## src/inc/t3cf_pkg.sv

```systemverilog
// Shared constants and types for the timer 3 control and flag block.
`default_nettype none
package t3cf_pkg;

    // Special-function register addresses.
    localparam logic [7:0] ADDR_CTRL   = 8'h91;
    localparam logic [7:0] ADDR_RL_LO  = 8'h92;
    localparam logic [7:0] ADDR_RL_HI  = 8'h93;
    localparam logic [7:0] ADDR_CNT_LO = 8'h94;
    localparam logic [7:0] ADDR_CNT_HI = 8'h95;

    // Reset values.
    localparam logic [7:0] CTRL_RST = 8'h00;
    localparam logic [7:0] BYTE_RST = 8'h00;

    // Byte roll-over value and the external oscillator capture divider.
    localparam logic [7:0] BYTE_MAX    = 8'hff;
    localparam int         EXT_CAP_DIV = 8;
    localparam logic [2:0] EXT_CNT_LAST = 3'(EXT_CAP_DIV - 1);

    // Control register layout, bit 7 first.
    typedef struct packed {
        logic       high_byte_overflow_flag;
        logic       low_byte_overflow_flag;
        logic       low_byte_irq_enable;
        logic       capture_mode_enable;
        logic       split_mode_enable;
        logic       upper_timer_run_control;
        logic [1:0] external_clock_select;
    } t3cf_ctrl_t;

    // Special-function register access from the CPU.
    typedef struct packed {
        logic       wr;
        logic [7:0] addr;
        logic [7:0] wdata;
    } t3cf_sfr_req_t;

    // State of the synchroniser and edge detector.
    typedef struct packed {
        logic s1;
        logic s2;
        logic s3;
    } t3cf_sync_t;

    // All state of the main block.
    typedef struct packed {
        t3cf_ctrl_t ctrl;
        logic [7:0] cnt_lo;
        logic [7:0] cnt_hi;
        logic [7:0] rl_lo;
        logic [7:0] rl_hi;
        logic [2:0] ext_cnt;
        logic [7:0] rdata;
    } t3cf_state_t;

endpackage
`default_nettype wire

```

## src/t3cf_sync_rise.sv

```systemverilog
// Two-flop synchroniser with a rising-edge pulse for an oscillator input.
`timescale 1ns/1ps
`default_nettype none
module t3cf_sync_rise (
    // Clock and reset
    input  wire logic i_sys_clk,
    input  wire logic i_sys_rst,
    // Asynchronous level in, synchronous pulse out
    input  wire logic i_async,
    output logic      o_rise
);
    import t3cf_pkg::*;

    t3cf_sync_t q;
    t3cf_sync_t d;

    always_comb begin
        d.s1 = i_async;
        d.s2 = q.s1;
        d.s3 = q.s2;
    end

    always_ff @(posedge i_sys_clk) begin
        if (i_sys_rst) begin
            q <= '0;
        end else begin
            q <= d;
        end
    end

    // Only the second and third stages feed the edge detector.
    assign o_rise = q.s2 & ~q.s3;

endmodule
`default_nettype wire

```

## src/t3cf_timer3.sv

```systemverilog
// Timer 3 counter, reload, control register, flags and interrupt request.
// Operation
// - The high-byte overflow flag sets when the upper byte rolls from ff.
// - In 16-bit mode the high flag sets when the counter wraps from ffff.
// - With the timer interrupt enabled, a set high flag requests the CPU.
// - Both flags stay set until software clears them, not on interrupt.
// - The low-byte flag sets on every low byte roll-over in either mode.
// - Low-byte overflows interrupt only with the low enable and timer interrupt on.
// - The capture-enable bit turns oscillator capture mode on and off.
// - Split mode runs two 8-bit reloading timers, else one 16-bit timer.
// - A 16-bit wrap loads the two reload bytes into the counter; in capture mode it wraps to 0000.
// - In split mode the low timer always runs; run gates the high one.
// - Capture fires on each clock rise or every 8 oscillator cycles.
// - A capture copies the counter to the reload bytes and sets high flag.
`timescale 1ns/1ps
`default_nettype none
module t3cf_timer3 (
    // Clock and reset
    input  wire logic                     i_sys_clk,
    input  wire logic                     i_sys_rst,
    // Special-function register access
    input  wire t3cf_pkg::t3cf_sfr_req_t  i_sfr_req,
    output logic [7:0]                    o_sfr_rdata,
    // Count enables from the clock select logic
    input  wire logic                     i_tick_low,
    input  wire logic                     i_tick_high,
    // Capture sources, asynchronous
    input  wire logic                     i_rtc_osc,
    input  wire logic                     i_ext_osc,
    // Interrupt controller
    input  wire logic                     i_irq_enable,
    output logic                          o_irq,
    // Mode visible to the clock select logic
    output logic [1:0]                    o_external_clock_select
);
    import t3cf_pkg::*;

    t3cf_state_t q;
    t3cf_state_t d;
    logic        rtc_rise;
    logic        ext_rise;
    logic        lo_ovf;
    logic        hi_ovf;
    logic        cap_evt;
    logic        wr_ctrl;

    function automatic logic wr_hit(input t3cf_sfr_req_t r,
                                    input logic [7:0] a);
        wr_hit = r.wr & (r.addr == a);
    endfunction

    t3cf_sync_rise u_rtc_sync (
        .i_sys_clk (i_sys_clk),
        .i_sys_rst (i_sys_rst),
        .i_async   (i_rtc_osc),
        .o_rise    (rtc_rise)
    );

    t3cf_sync_rise u_ext_sync (
        .i_sys_clk (i_sys_clk),
        .i_sys_rst (i_sys_rst),
        .i_async   (i_ext_osc),
        .o_rise    (ext_rise)
    );

    always_comb begin
        d       = q;
        lo_ovf  = 1'b0;
        hi_ovf  = 1'b0;
        wr_ctrl = wr_hit(i_sfr_req, ADDR_CTRL);
        if (ext_rise) begin
            d.ext_cnt = q.ext_cnt + 3'h1;
        end
        // Select bit 1 picks the divided oscillator over the clock edge.
        cap_evt = q.ctrl.capture_mode_enable &
                  (q.ctrl.external_clock_select[1] ?
                   (ext_rise & (q.ext_cnt == EXT_CNT_LAST)) : rtc_rise);
        if (!q.ctrl.split_mode_enable) begin
            if (q.ctrl.upper_timer_run_control & i_tick_low) begin
                lo_ovf = (q.cnt_lo == BYTE_MAX);
                hi_ovf = lo_ovf & (q.cnt_hi == BYTE_MAX);
                {d.cnt_hi, d.cnt_lo} = {q.cnt_hi, q.cnt_lo} + 16'h0001;
                // Capture mode keeps the reload bytes for the captured value.
                if (hi_ovf & !q.ctrl.capture_mode_enable) begin
                    {d.cnt_hi, d.cnt_lo} = {q.rl_hi, q.rl_lo};
                end
            end
        end else begin
            if (i_tick_low) begin
                lo_ovf   = (q.cnt_lo == BYTE_MAX);
                d.cnt_lo = lo_ovf ? q.rl_lo : q.cnt_lo + 8'h01;
            end
            if (q.ctrl.upper_timer_run_control & i_tick_high) begin
                hi_ovf   = (q.cnt_hi == BYTE_MAX);
                d.cnt_hi = hi_ovf ? q.rl_hi : q.cnt_hi + 8'h01;
            end
        end
        // Software writes to the counter take precedence over counting.
        if (wr_hit(i_sfr_req, ADDR_CNT_LO)) begin
            d.cnt_lo = i_sfr_req.wdata;
        end
        if (wr_hit(i_sfr_req, ADDR_CNT_HI)) begin
            d.cnt_hi = i_sfr_req.wdata;
        end
        // A capture overrides a reload write in the same cycle.
        if (cap_evt) begin
            {d.rl_hi, d.rl_lo} = {q.cnt_hi, q.cnt_lo};
        end else begin
            if (wr_hit(i_sfr_req, ADDR_RL_LO)) begin
                d.rl_lo = i_sfr_req.wdata;
            end
            if (wr_hit(i_sfr_req, ADDR_RL_HI)) begin
                d.rl_hi = i_sfr_req.wdata;
            end
        end
        if (wr_ctrl) begin
            d.ctrl = t3cf_ctrl_t'(i_sfr_req.wdata);
        end
        // Hardware sets are ORed in last so a clear cannot lose an event.
        d.ctrl.high_byte_overflow_flag = d.ctrl.high_byte_overflow_flag |
                                         hi_ovf | cap_evt;
        d.ctrl.low_byte_overflow_flag  = d.ctrl.low_byte_overflow_flag |
                                         lo_ovf;
        case (i_sfr_req.addr)
            ADDR_CTRL:   d.rdata = q.ctrl;
            ADDR_RL_LO:  d.rdata = q.rl_lo;
            ADDR_RL_HI:  d.rdata = q.rl_hi;
            ADDR_CNT_LO: d.rdata = q.cnt_lo;
            ADDR_CNT_HI: d.rdata = q.cnt_hi;
            default:     d.rdata = BYTE_RST;
        endcase
    end

    always_ff @(posedge i_sys_clk) begin
        if (i_sys_rst) begin
            q.ctrl    <= t3cf_ctrl_t'(CTRL_RST);
            q.cnt_lo  <= BYTE_RST;
            q.cnt_hi  <= BYTE_RST;
            q.rl_lo   <= BYTE_RST;
            q.rl_hi   <= BYTE_RST;
            q.ext_cnt <= 3'h0;
            q.rdata   <= BYTE_RST;
        end else begin
            q <= d;
        end
    end

    assign o_sfr_rdata = q.rdata;
    assign o_external_clock_select = q.ctrl.external_clock_select;
    // The request is a level; it drops when the flags or their enables clear, or when i_irq_enable falls.
    assign o_irq = i_irq_enable & (q.ctrl.high_byte_overflow_flag |
                   (q.ctrl.low_byte_irq_enable &
                    q.ctrl.low_byte_overflow_flag));

    logic no_cnt_wr;
    assign no_cnt_wr = !wr_hit(i_sfr_req, ADDR_CNT_LO) &&
                       !wr_hit(i_sfr_req, ADDR_CNT_HI);
endmodule
`default_nettype wire

```

## config.mk

```make
export PLATFORM = sky130hd
export DESIGN_NAME = t3cf_timer3
export DESIGN_NICKNAME = d
export VERILOG_FILES = /design/src/inc/t3cf_pkg.sv /design/src/t3cf_sync_rise.sv /design/src/t3cf_timer3.sv
export SDC_FILE = /design/constraint.sdc
export NUM_CORES = 1
export LEC_CHECK = 0
export ABC_AREA = 1
export BUFFER_PORTS_ARGS = -buffer_cell sky130_fd_sc_hd__buf_2
export CORE_MARGIN = 2
export CORE_UTILIZATION = 55
export CTS_BUF_LIST = sky130_fd_sc_hd__clkbuf_2
export CTS_CLUSTER_SIZE = 16
export DETAILED_ROUTE_END_ITERATION = 7
export PLACE_DENSITY = 0.78
export SETUP_SLACK_MARGIN = 0.4
export SLEW_MARGIN = 0
export SYNTH_ARGS = -nofsm -noshare
export SYNTH_HDL_FRONTEND = slang
export SYNTH_HIERARCHICAL = 1
export SYNTH_SLANG_ARGS = --single-unit
```

## constraint.sdc

```tcl
create_clock -name i_sys_clk -period 1.7 [get_ports i_sys_clk]
set_input_delay 0.17 -clock i_sys_clk [delete_from_list [all_inputs] [get_ports i_sys_clk]]
set_output_delay 0.17 -clock i_sys_clk [all_outputs]
set_load 0.02 [all_outputs]
```

Yosys cells after proc, flatten, opt, wreduce, memory -nomap -nowiden
Index checks and enable logic that the tools add are counted.
Widths: inputs -> output; s select.
{"block": "word_totals", "regBits": 57, "in_bits": 24, "out_inout_bits": 11, "elab_cells": 82}
{"block": "op_classes", "addsub": 4, "n_eq_ne": 10, "mux": 21, "bitwise_logic": 21, "reduce_logical": 7}
{"op": "$mux 8", "n": 9}
{"op": "$mux 16", "n": 4}
{"op": "$eq 8x8->1 const B", "n": 7}
{"op": "$pmux 8 s5", "n": 1}
{"op": "$add 16x1->16 const B", "n": 1}
{"op": "$add 8x1->8 const B", "n": 2}
{"op": "$and 1x1->1", "n": 15}
{"op": "$mux 1", "n": 7}
{"op": "$reduce_bool 3->1", "n": 2}
{"op": "$or 1x1->1", "n": 4}
{"op": "$reduce_and 2->1", "n": 2}
{"op": "$reduce_bool 2->1", "n": 2}
{"op": "$add 3x1->3 const B", "n": 1}
{"op": "$eq 3x3->1 const B", "n": 1}
{"op": "$ne 3x1->1 const B", "n": 1}
{"op": "$ne 3x2->1 const B", "n": 1}
{"op": "$not 1->1", "n": 2}
{"op": "$logic_not 1->1", "n": 1}

Longest topological paths before layout
Gate-level depths: netlist of the first run.
{"block": "depth", "depth_word": 7, "mapped_depth": 13, "ltp_nobuf": 12}

Hierarchy
Netlist of the first run, hierarchy kept.
{"mod": "t3cf_timer3", "n_inst": 1, "cells_each": 567, "area_each_um2": 3468.3, "seq_area_each_um2": 1021.0}
{"mod": "t3cf_sync_rise", "n_inst": 2, "cells_each": 10, "area_each_um2": 86.3, "seq_area_each_um2": 60.1}

Least setup slack after synthesis of the first run
Ideal clock, no wire load.
{"block": "synth_path", "path_kind": "reg2reg", "from": "reg q[27] (netlist name)", "to": "reg q[31] (netlist name)", "setup_ns": 0.118, "arrival_time_ns": 1.579, "t_required_ns": 1.582, "slack_ns": 0.003, "stages_incl_launch_ff": 14, "path_buffers": 1, "synth_period_minus_slack_ns": 1.697, "cell_sequence": "dfxtp_1 ha_1 nand2_2 nor2_2 nand2_2 nor2_4 nand2_2 buf_6 nand2_1 inv_2 nand2_1 nand2_1 nor2_1 nor2_1"}
{"block": "synth_via", "elab_chain_len": 7, "elab_cells_between_ends": 11, "cone_classes": "add/sub (2); eq/ne (1); mux (6); bitwise (2)"}
{"element": "start, declared", "line": "t3cf_timer3.sv:38", "text": "t3cf_state_t q;"}
{"element": "branches (longest 5 deep; another with $add 16x1->16)"}
{"element": "$mux 16 *", "line": "t3cf_timer3.sv:78", "text": "if (!q.ctrl.split_mode_enable) begin"}
{"element": "$mux 8 *", "line": "t3cf_timer3.sv:102", "text": "if (wr_hit(i_sfr_req, ADDR_CNT_HI)) begin"}
Every way passes the cells marked *. The select of a mux whose other input is x is not followed.
A chain may end at the register's enable or synchronous reset.

Worst setup path after layout of the first run
{"block": "layout_path", "from": "reg q[9] (netlist name)", "to": "reg q[13] (netlist name)"}
{"block": "layout_via", "elab_chain_len": 5, "elab_cells_between_ends": 6, "cone_classes": "eq/ne (1); mux (2); bitwise (2); reduce/logical (1)"}
{"element": "$eq 3x3->1 *", "line": "t3cf_timer3.sv:77", "text": "(ext_rise & (q.ext_cnt == EXT_CNT_LAST)) : rtc_rise);"}
{"element": "$and 1x1->1 *", "line": "t3cf_timer3.sv:77"}
{"element": "$mux 1 *", "line": "t3cf_timer3.sv:76", "text": "(q.ctrl.external_clock_select[1] ?"}
{"element": "$and 1x1->1 *", "line": "t3cf_timer3.sv:75", "text": "cap_evt = q.ctrl.capture_mode_enable &"}
{"element": "$mux 16 / $reduce_bool 2->1 (equally long branches)"}
Mark *: on every way between the ends. The rest lies on a longest branch, timed or not.

==> flow_summary.ini, run 1 <==
[outcome]
status = finished with violations
violations = design-rule violations

[detailed_routing]
drc = 2
ant_nets = 0
route.met2.wl_mm = 6.153
highest_layer = met4
via_per_inst = 6.127
vias = 4546
met3_length_mm = 1.568
drt-met1-wl_mm = 5.097
routed_wl_mm = 13.48
detail_route.first_pass.iterations = 8
wl_per_cell_um = 18.16
drt_iter0_drc = 622

[worst_setup_path]
start_kind = register
cpPeakStageDelay_ns = 0.39
r2r_setup_slack_ns = 0.09
required_ns = 2.15
path_class = register to register
critPathBufInv = 2
crit_slowest_cell = dfxtp_2
cp_top_family = flip-flops
endpoint_kind = register
r2r_cells = 10
r2r_start = q[9]
crit_chain = ha_4 -> ha_4 -> nand2_4 -> nand2_4 -> o211ai_4 -> buf_6 -> buf_12 -> o21ai_2 -> nand2_2 -> a21oi_2
r2r-end = q[13]
worstPathMaxFanout = 6
arrival_ns = 2.06

[timing]
worst_pin_slew_ns = 0.5773
period_share_pct = 94.89
finalWorstPathRequiredPeriod_ns = 1.613
hold_violations = 0
final.setup.tns_ns = 0
rsz0062_at_grt = true
fmax_mhz = 619.9
layout_setup_ws_ns = 0.08682
hold-worst-slack_ns = 0.03474
slew_headroom_pct = 61.51
timing.final.setup_violations = 0
maxSlewViolCount = 0
clock_skew_ns = 0.01205

[pwr]
clkPwrFrac_pct = 40.8
combinationalPowerShare_pct = 8.4
p_switching_uw = 751.3
power_leakage_uw = 0.002124
internal_power_uw = 1911
power.density_mw_per_mm2 = 543.6
ir_drop_mv = 0.5575
switching_share_pct = 28.22
seq_power_share_pct = 50.9

[clock_network]
root_buffer = clkbuf_2
clk_latency_ns = 0.51
numCtsBuffers = 9
cts_sinks = 57
cts_tree = built
cts.clk_slew.worst_paths_ns = 0.19
htree_num_levels = 3
clockBufferDepth = 2

[synth]
synth-seq-cells = 57
synth_cell_type_count = 30
synth_ff_type = dfxtp_1
yosysWarnings = 6
yosysTopAreaCell = dfxtp_1
yosysTopAreaCellShare_pct = 31.34
synth.cell_area_mm2 = 0.003641
postSynth.asyncResetShare_pct = 0
synth_area_leaders = dfxtp_1, nand2_1, nand3_1
synth_nets = 615
synth_edf_count = 0
syn_area_per_cell_um2 = 6.203
yosys-top-cells-count = nand2_1, nand3_1, nor2_1, dfxtp_1, inv_1
ys_seq_area_share_pct = 31.34
yosysMostFrequentCell = nand2_1
synthCells = 587

[die]
die_width_um = 85.37
die_h_um = 85.37
pin_count = 35
rows = 29
core_area_mm2 = 0.006386
start_util_pct = 57.01
die-area_mm2 = 0.007287

[place]
hpwl_mm = 8.999
place.gp.congestion = 0.9773
portBuffers = 34
place_ws_ns = -0.04040

[global_routing]
grt_overflow_total = 0
track_usage_pct = 37.43
grt_max_degree = 43
grt_pass1_wl_mm = 21.11
antenna_found_initial = 0
grt_pass1_vias = 4085

[final_layout]
diodes = 0
area_delta_synth_final_pct = 34.50
layout-drive-gt1-share_pct = 33.38
fin_nets = 688

[hold_path]
hp-start = i_sfr_req[4]
whs_endpoint = q[47]
hold_path.class = primary input to register
whs_path_depth = 3

[run]
cap_violations = 0
-- what timing repair did --
item,4_1_cts,5_1_grt
hold endpoints to repair,7,0
setup endpoints to repair,36,38
gates resized for setup,98,41
buffers inserted,11,0
hold buffers,7,0
cloned,4,0
pin swaps,40,17
-- sequential cells by signal, indices dropped and copies added (netlist names) --
signal and flops:
o_external_clock_select 2, o_sfr_rdata 8, q 41, u_ext_sync/d 2, u_ext_sync/q 1, u_rtc_sync/d 2
u_rtc_sync/q 1
-- worst register-to-register path, cell delays in order, from the launching register on --
cell	delay, ns
dfxtp_2	0.39
ha_4	0.14
ha_4	0.13
nand2_4	0.05
nand2_4	0.10
o211ai_4	0.12
buf_6	0.17
buf_12	0.13
o21ai_2	0.12
nand2_2	0.08
a21oi_2	0.12
-- power by group through the flow --
stage,clock (µW),combinational (µW),sequential [µW]
5_1_grt,1140,237,1360
4_1_cts,1070,202,1350
3_5_place_dp,0,169,1380
6_report,1090,222,1350
2_1_floorplan,0,84.3,1380
3_3_place_gp,0,168,1380
-- cells by family (layout without fill, tap and decap cells) --
logic type      after synthesis  count (layout)  synth area share, %
xor+xnor                      8               8                1.924
flops                        57              57                31.34
fa+ha+maj                     4               4                1.375
simple gates                322             322                38.52
compound gates              106             108                15.98
buf+inv                      90             166                10.86
-- metal layers --
layer	GRT usage [%]	vias up
li1	-	2087
met1	49.85	2072
met2	58.38	321
met3	7.977	66
met4	16.59	0
met5	0	-
-- worst max path at each step --
stage	from	endpoint	depth (start not counted)
global route	q[35]	q[27]	10
CTS	q[36]	q[27]	10
floorplan	q[27]	q[31]	13
detailed placement	q[35]	q[36]	12
global placement	q[35]	q[36]	12
finish	q[9]	q[13]	10
-- stage by stage --
step	area, µm²	power (µW)	utilization (%)	instances
after global routing	4897	2734	76.69	742
after global placement	4066	1548	63.68	704
after floorplan	3731	1464	-	587
after CTS	4757	2629	74.49	742
final	4897	2662	76.69	742
after detailed placement	4066	1550	63.68	704
-- placed cells by master, fill, tap and decap left out, drive strengths merged, types with 10 or more instances in the layout --
cell,Yosys,layout
a21oi,47,47
buf,19,82
dfxtp,57,57
inv,61,61
nand2,149,149
nand3,81,81
nand4,10,10
nor2,76,76
o211ai,8,10
o21ai,40,40
-- area by class of cell --
cell class | count | area [µm²]
timing repair buffer | 89 | 691.9
clock inverter | 7 | 93.84
inverter | 61 | 232.7
fill | 491 | 1489
clock buffer | 9 | 45.04
tap | 77 | 96.34
sequential | 57 | 1165
multi-input combinational | 442 | 2572
Note: power is estimated with default switching activity, not from simulation.
==> run 2: changes to the inputs <==
--- a/config.mk
+++ b/config.mk
@@ -13,6 +13,7 @@
 export CTS_CLUSTER_SIZE = 16
 export DETAILED_ROUTE_END_ITERATION = 7
 export PLACE_DENSITY = 0.78
+export REMOVE_ABC_BUFFERS = 1
 export SETUP_SLACK_MARGIN = 0.4
 export SLEW_MARGIN = 0
 export SYNTH_ARGS = -nofsm -noshare
==> flow_summary.ini, run 2 (synthesis gave the netlist of run 1 again) <==
[final_layout]
diodes = 0
area.sequential_mm2 = 0.001164
instances_no_fill = 751
area_delta_synth_final_pct = 39.14
largest_register_ff_count = 41
multi_input_area_mm2 = 0.002604
layout-drive-gt1-share_pct = 34.72
top_register = q
final_cell_mix = nand2_1, nor2_1, nand3_1
fin_nets = 698
mostFrequentLayoutCell = nand2_1
fillers = 457

[worst_setup_path]
r2r_cells = 8
required_ns = 2.14
r2r_setup_slack_ns = -0.01
start_kind = register
r2r_start = u_rtc_sync/d[0]
cpPeakStageDelay_ns = 0.35
crit_slowest_cell = dfxtp_1
cp_top_family = compound AO/OA/AOI/OAI gates
cp-startpoint = u_rtc_sync/d[0]
endpoint_kind = register
r2r-end = q[20]
path_class = register to register
critPathBufInv = 3
arrival_ns = 2.16
crit_chain = inv_1 -> nor2_1 -> o211ai_4 -> clkbuf_16 -> buf_8 -> o21ai_1 -> nand2_1 -> a21oi_2
worstPathMaxFanout = 5

[clock_network]
cts_tree = built
numCtsBuffers = 9
clockBufferDepth = 2
root_buffer = clkbuf_2
clk_latency_ns = 0.53
cts_sinks = 57
cts.clk_slew.worst_paths_ns = 0.19
htree_num_levels = 3

[detailed_routing]
via_per_inst = 6.172
vias = 4635
drt_iter0_drc = 619
drc = 0
detail_route.first_pass.iterations = 5
routed_wl_mm = 14.11
wl_per_cell_um = 18.79
ant_nets = 0

[place]
hpwl_mm = 9.343
place.gp.congestion = 0.9722
dp_cells = 707
place_ws_ns = -0.03875
portBuffers = 34

[timing]
finalWorstPathRequiredPeriod_ns = 1.714
final.setup.tns_ns = -0.01855
hold_violations = 0
worst_pin_slew_ns = 0.5377
timing.final.setup_violations = 2
hold-worst-slack_ns = 0.03945
maxSlewViolCount = 0
period_share_pct = 100.9
fmax_mhz = 583.3
rsz0062_at_grt = true
layout_setup_ws_ns = -0.01448
slew_headroom_pct = 64.15
clock_skew_ns = 0.03148

[hold_path]
hold_path.class = primary input to register
whs_endpoint = o_external_clock_select[1]
whs_path_depth = 3
hp-start = i_sfr_req[16]

[die]
die_width_um = 85.37
core_area_mm2 = 0.006386
rows = 29
die_h_um = 85.37
start_util_pct = 57.01
die-area_mm2 = 0.007287
pin_count = 35

[global_routing]
grt_overflow_total = 0
grt_pass1_wl_mm = 20.78
track_usage_pct = 36.79
grt_pass1_vias = 4174
grt_max_degree = 43
antenna_found_initial = 0

[pwr]
power_leakage_uw = 0.002203
ir_drop_mv = 0.6013
power.density_mw_per_mm2 = 513.8

[outcome]
violations = negative setup slack
status = finished with violations

[run]
cap_violations = 0
[run 2: cell types whose count changed in the layout (fill, tap and decap cells not counted), sizes merged]
cell / delta
nand2: +2
o211ai: -2
clkinv: -1
clkinvlp: -1
inv: +1
buf: +6
clkbuf: +4
[run 2: repair_timing]
action	CTS	global route
hold buffers	6	1
setup endpoints to repair	36	36
resized for setup	47	114
pin swaps	21	40
gates cloned	3	6
setup buffers	10	3
endpoints found under the hold margin	7	1
[run 2: per-stage QoR]
stage,power (µW),utilization [%],area [µm²]
5_1_grt,2667,79.33,5066
3_5_place_dp,1549,63.24,4039
4_1_cts,2546,70.47,4501
2_1_floorplan,1442,-,3475
6_report,2603,79.33,5066
3_3_place_gp,1547,63.24,4039
[run 2: power by group]
group          internal (µW)  total [µW]  switching [µW]
sequential              1350        1360            8.14
combinational           79.7         219             140
clock                    475        1030             553
total                   1900        2600             701
[run 2: worst register-to-register path, delay by kind of cell, from the launching register on]
kind,cells,cell delay [ns]
compound gates,3,0.46
buf+inv,3,0.41
flops,1,0.35
simple gates,2,0.44
[run 2: how the worst max path moves through the flow]
stage,end,depth (start not counted),slack (ns)
global route,q[19],8,-0.04
floorplan,q[50],4,-0.10
finish,q[20],8,-0.01
CTS,q[21],10,0.03
global placement,q[36],12,0.02
detailed placement,q[36],12,-0.04
[run 2: layer usage]
metal  part of all wire (%)  GRT usage [%]
met1                     38          47.74
met2                     47          60.44
met3                     11          6.809
met4                    5.0          14.57
met5                      0              0
[run 2: final cells by class]
| class | count | area share [%] |
|---|---|---|
| multi-input combinational | 442 | 51.40 |
| sequential | 57 | 22.97 |
| timing repair buffer | 99 | 16.65 |
| inverter | 61 | 4.569 |
| tap | 77 | 1.902 |
| clock inverter | 6 | 1.630 |
| clock buffer | 9 | 0.8891 |
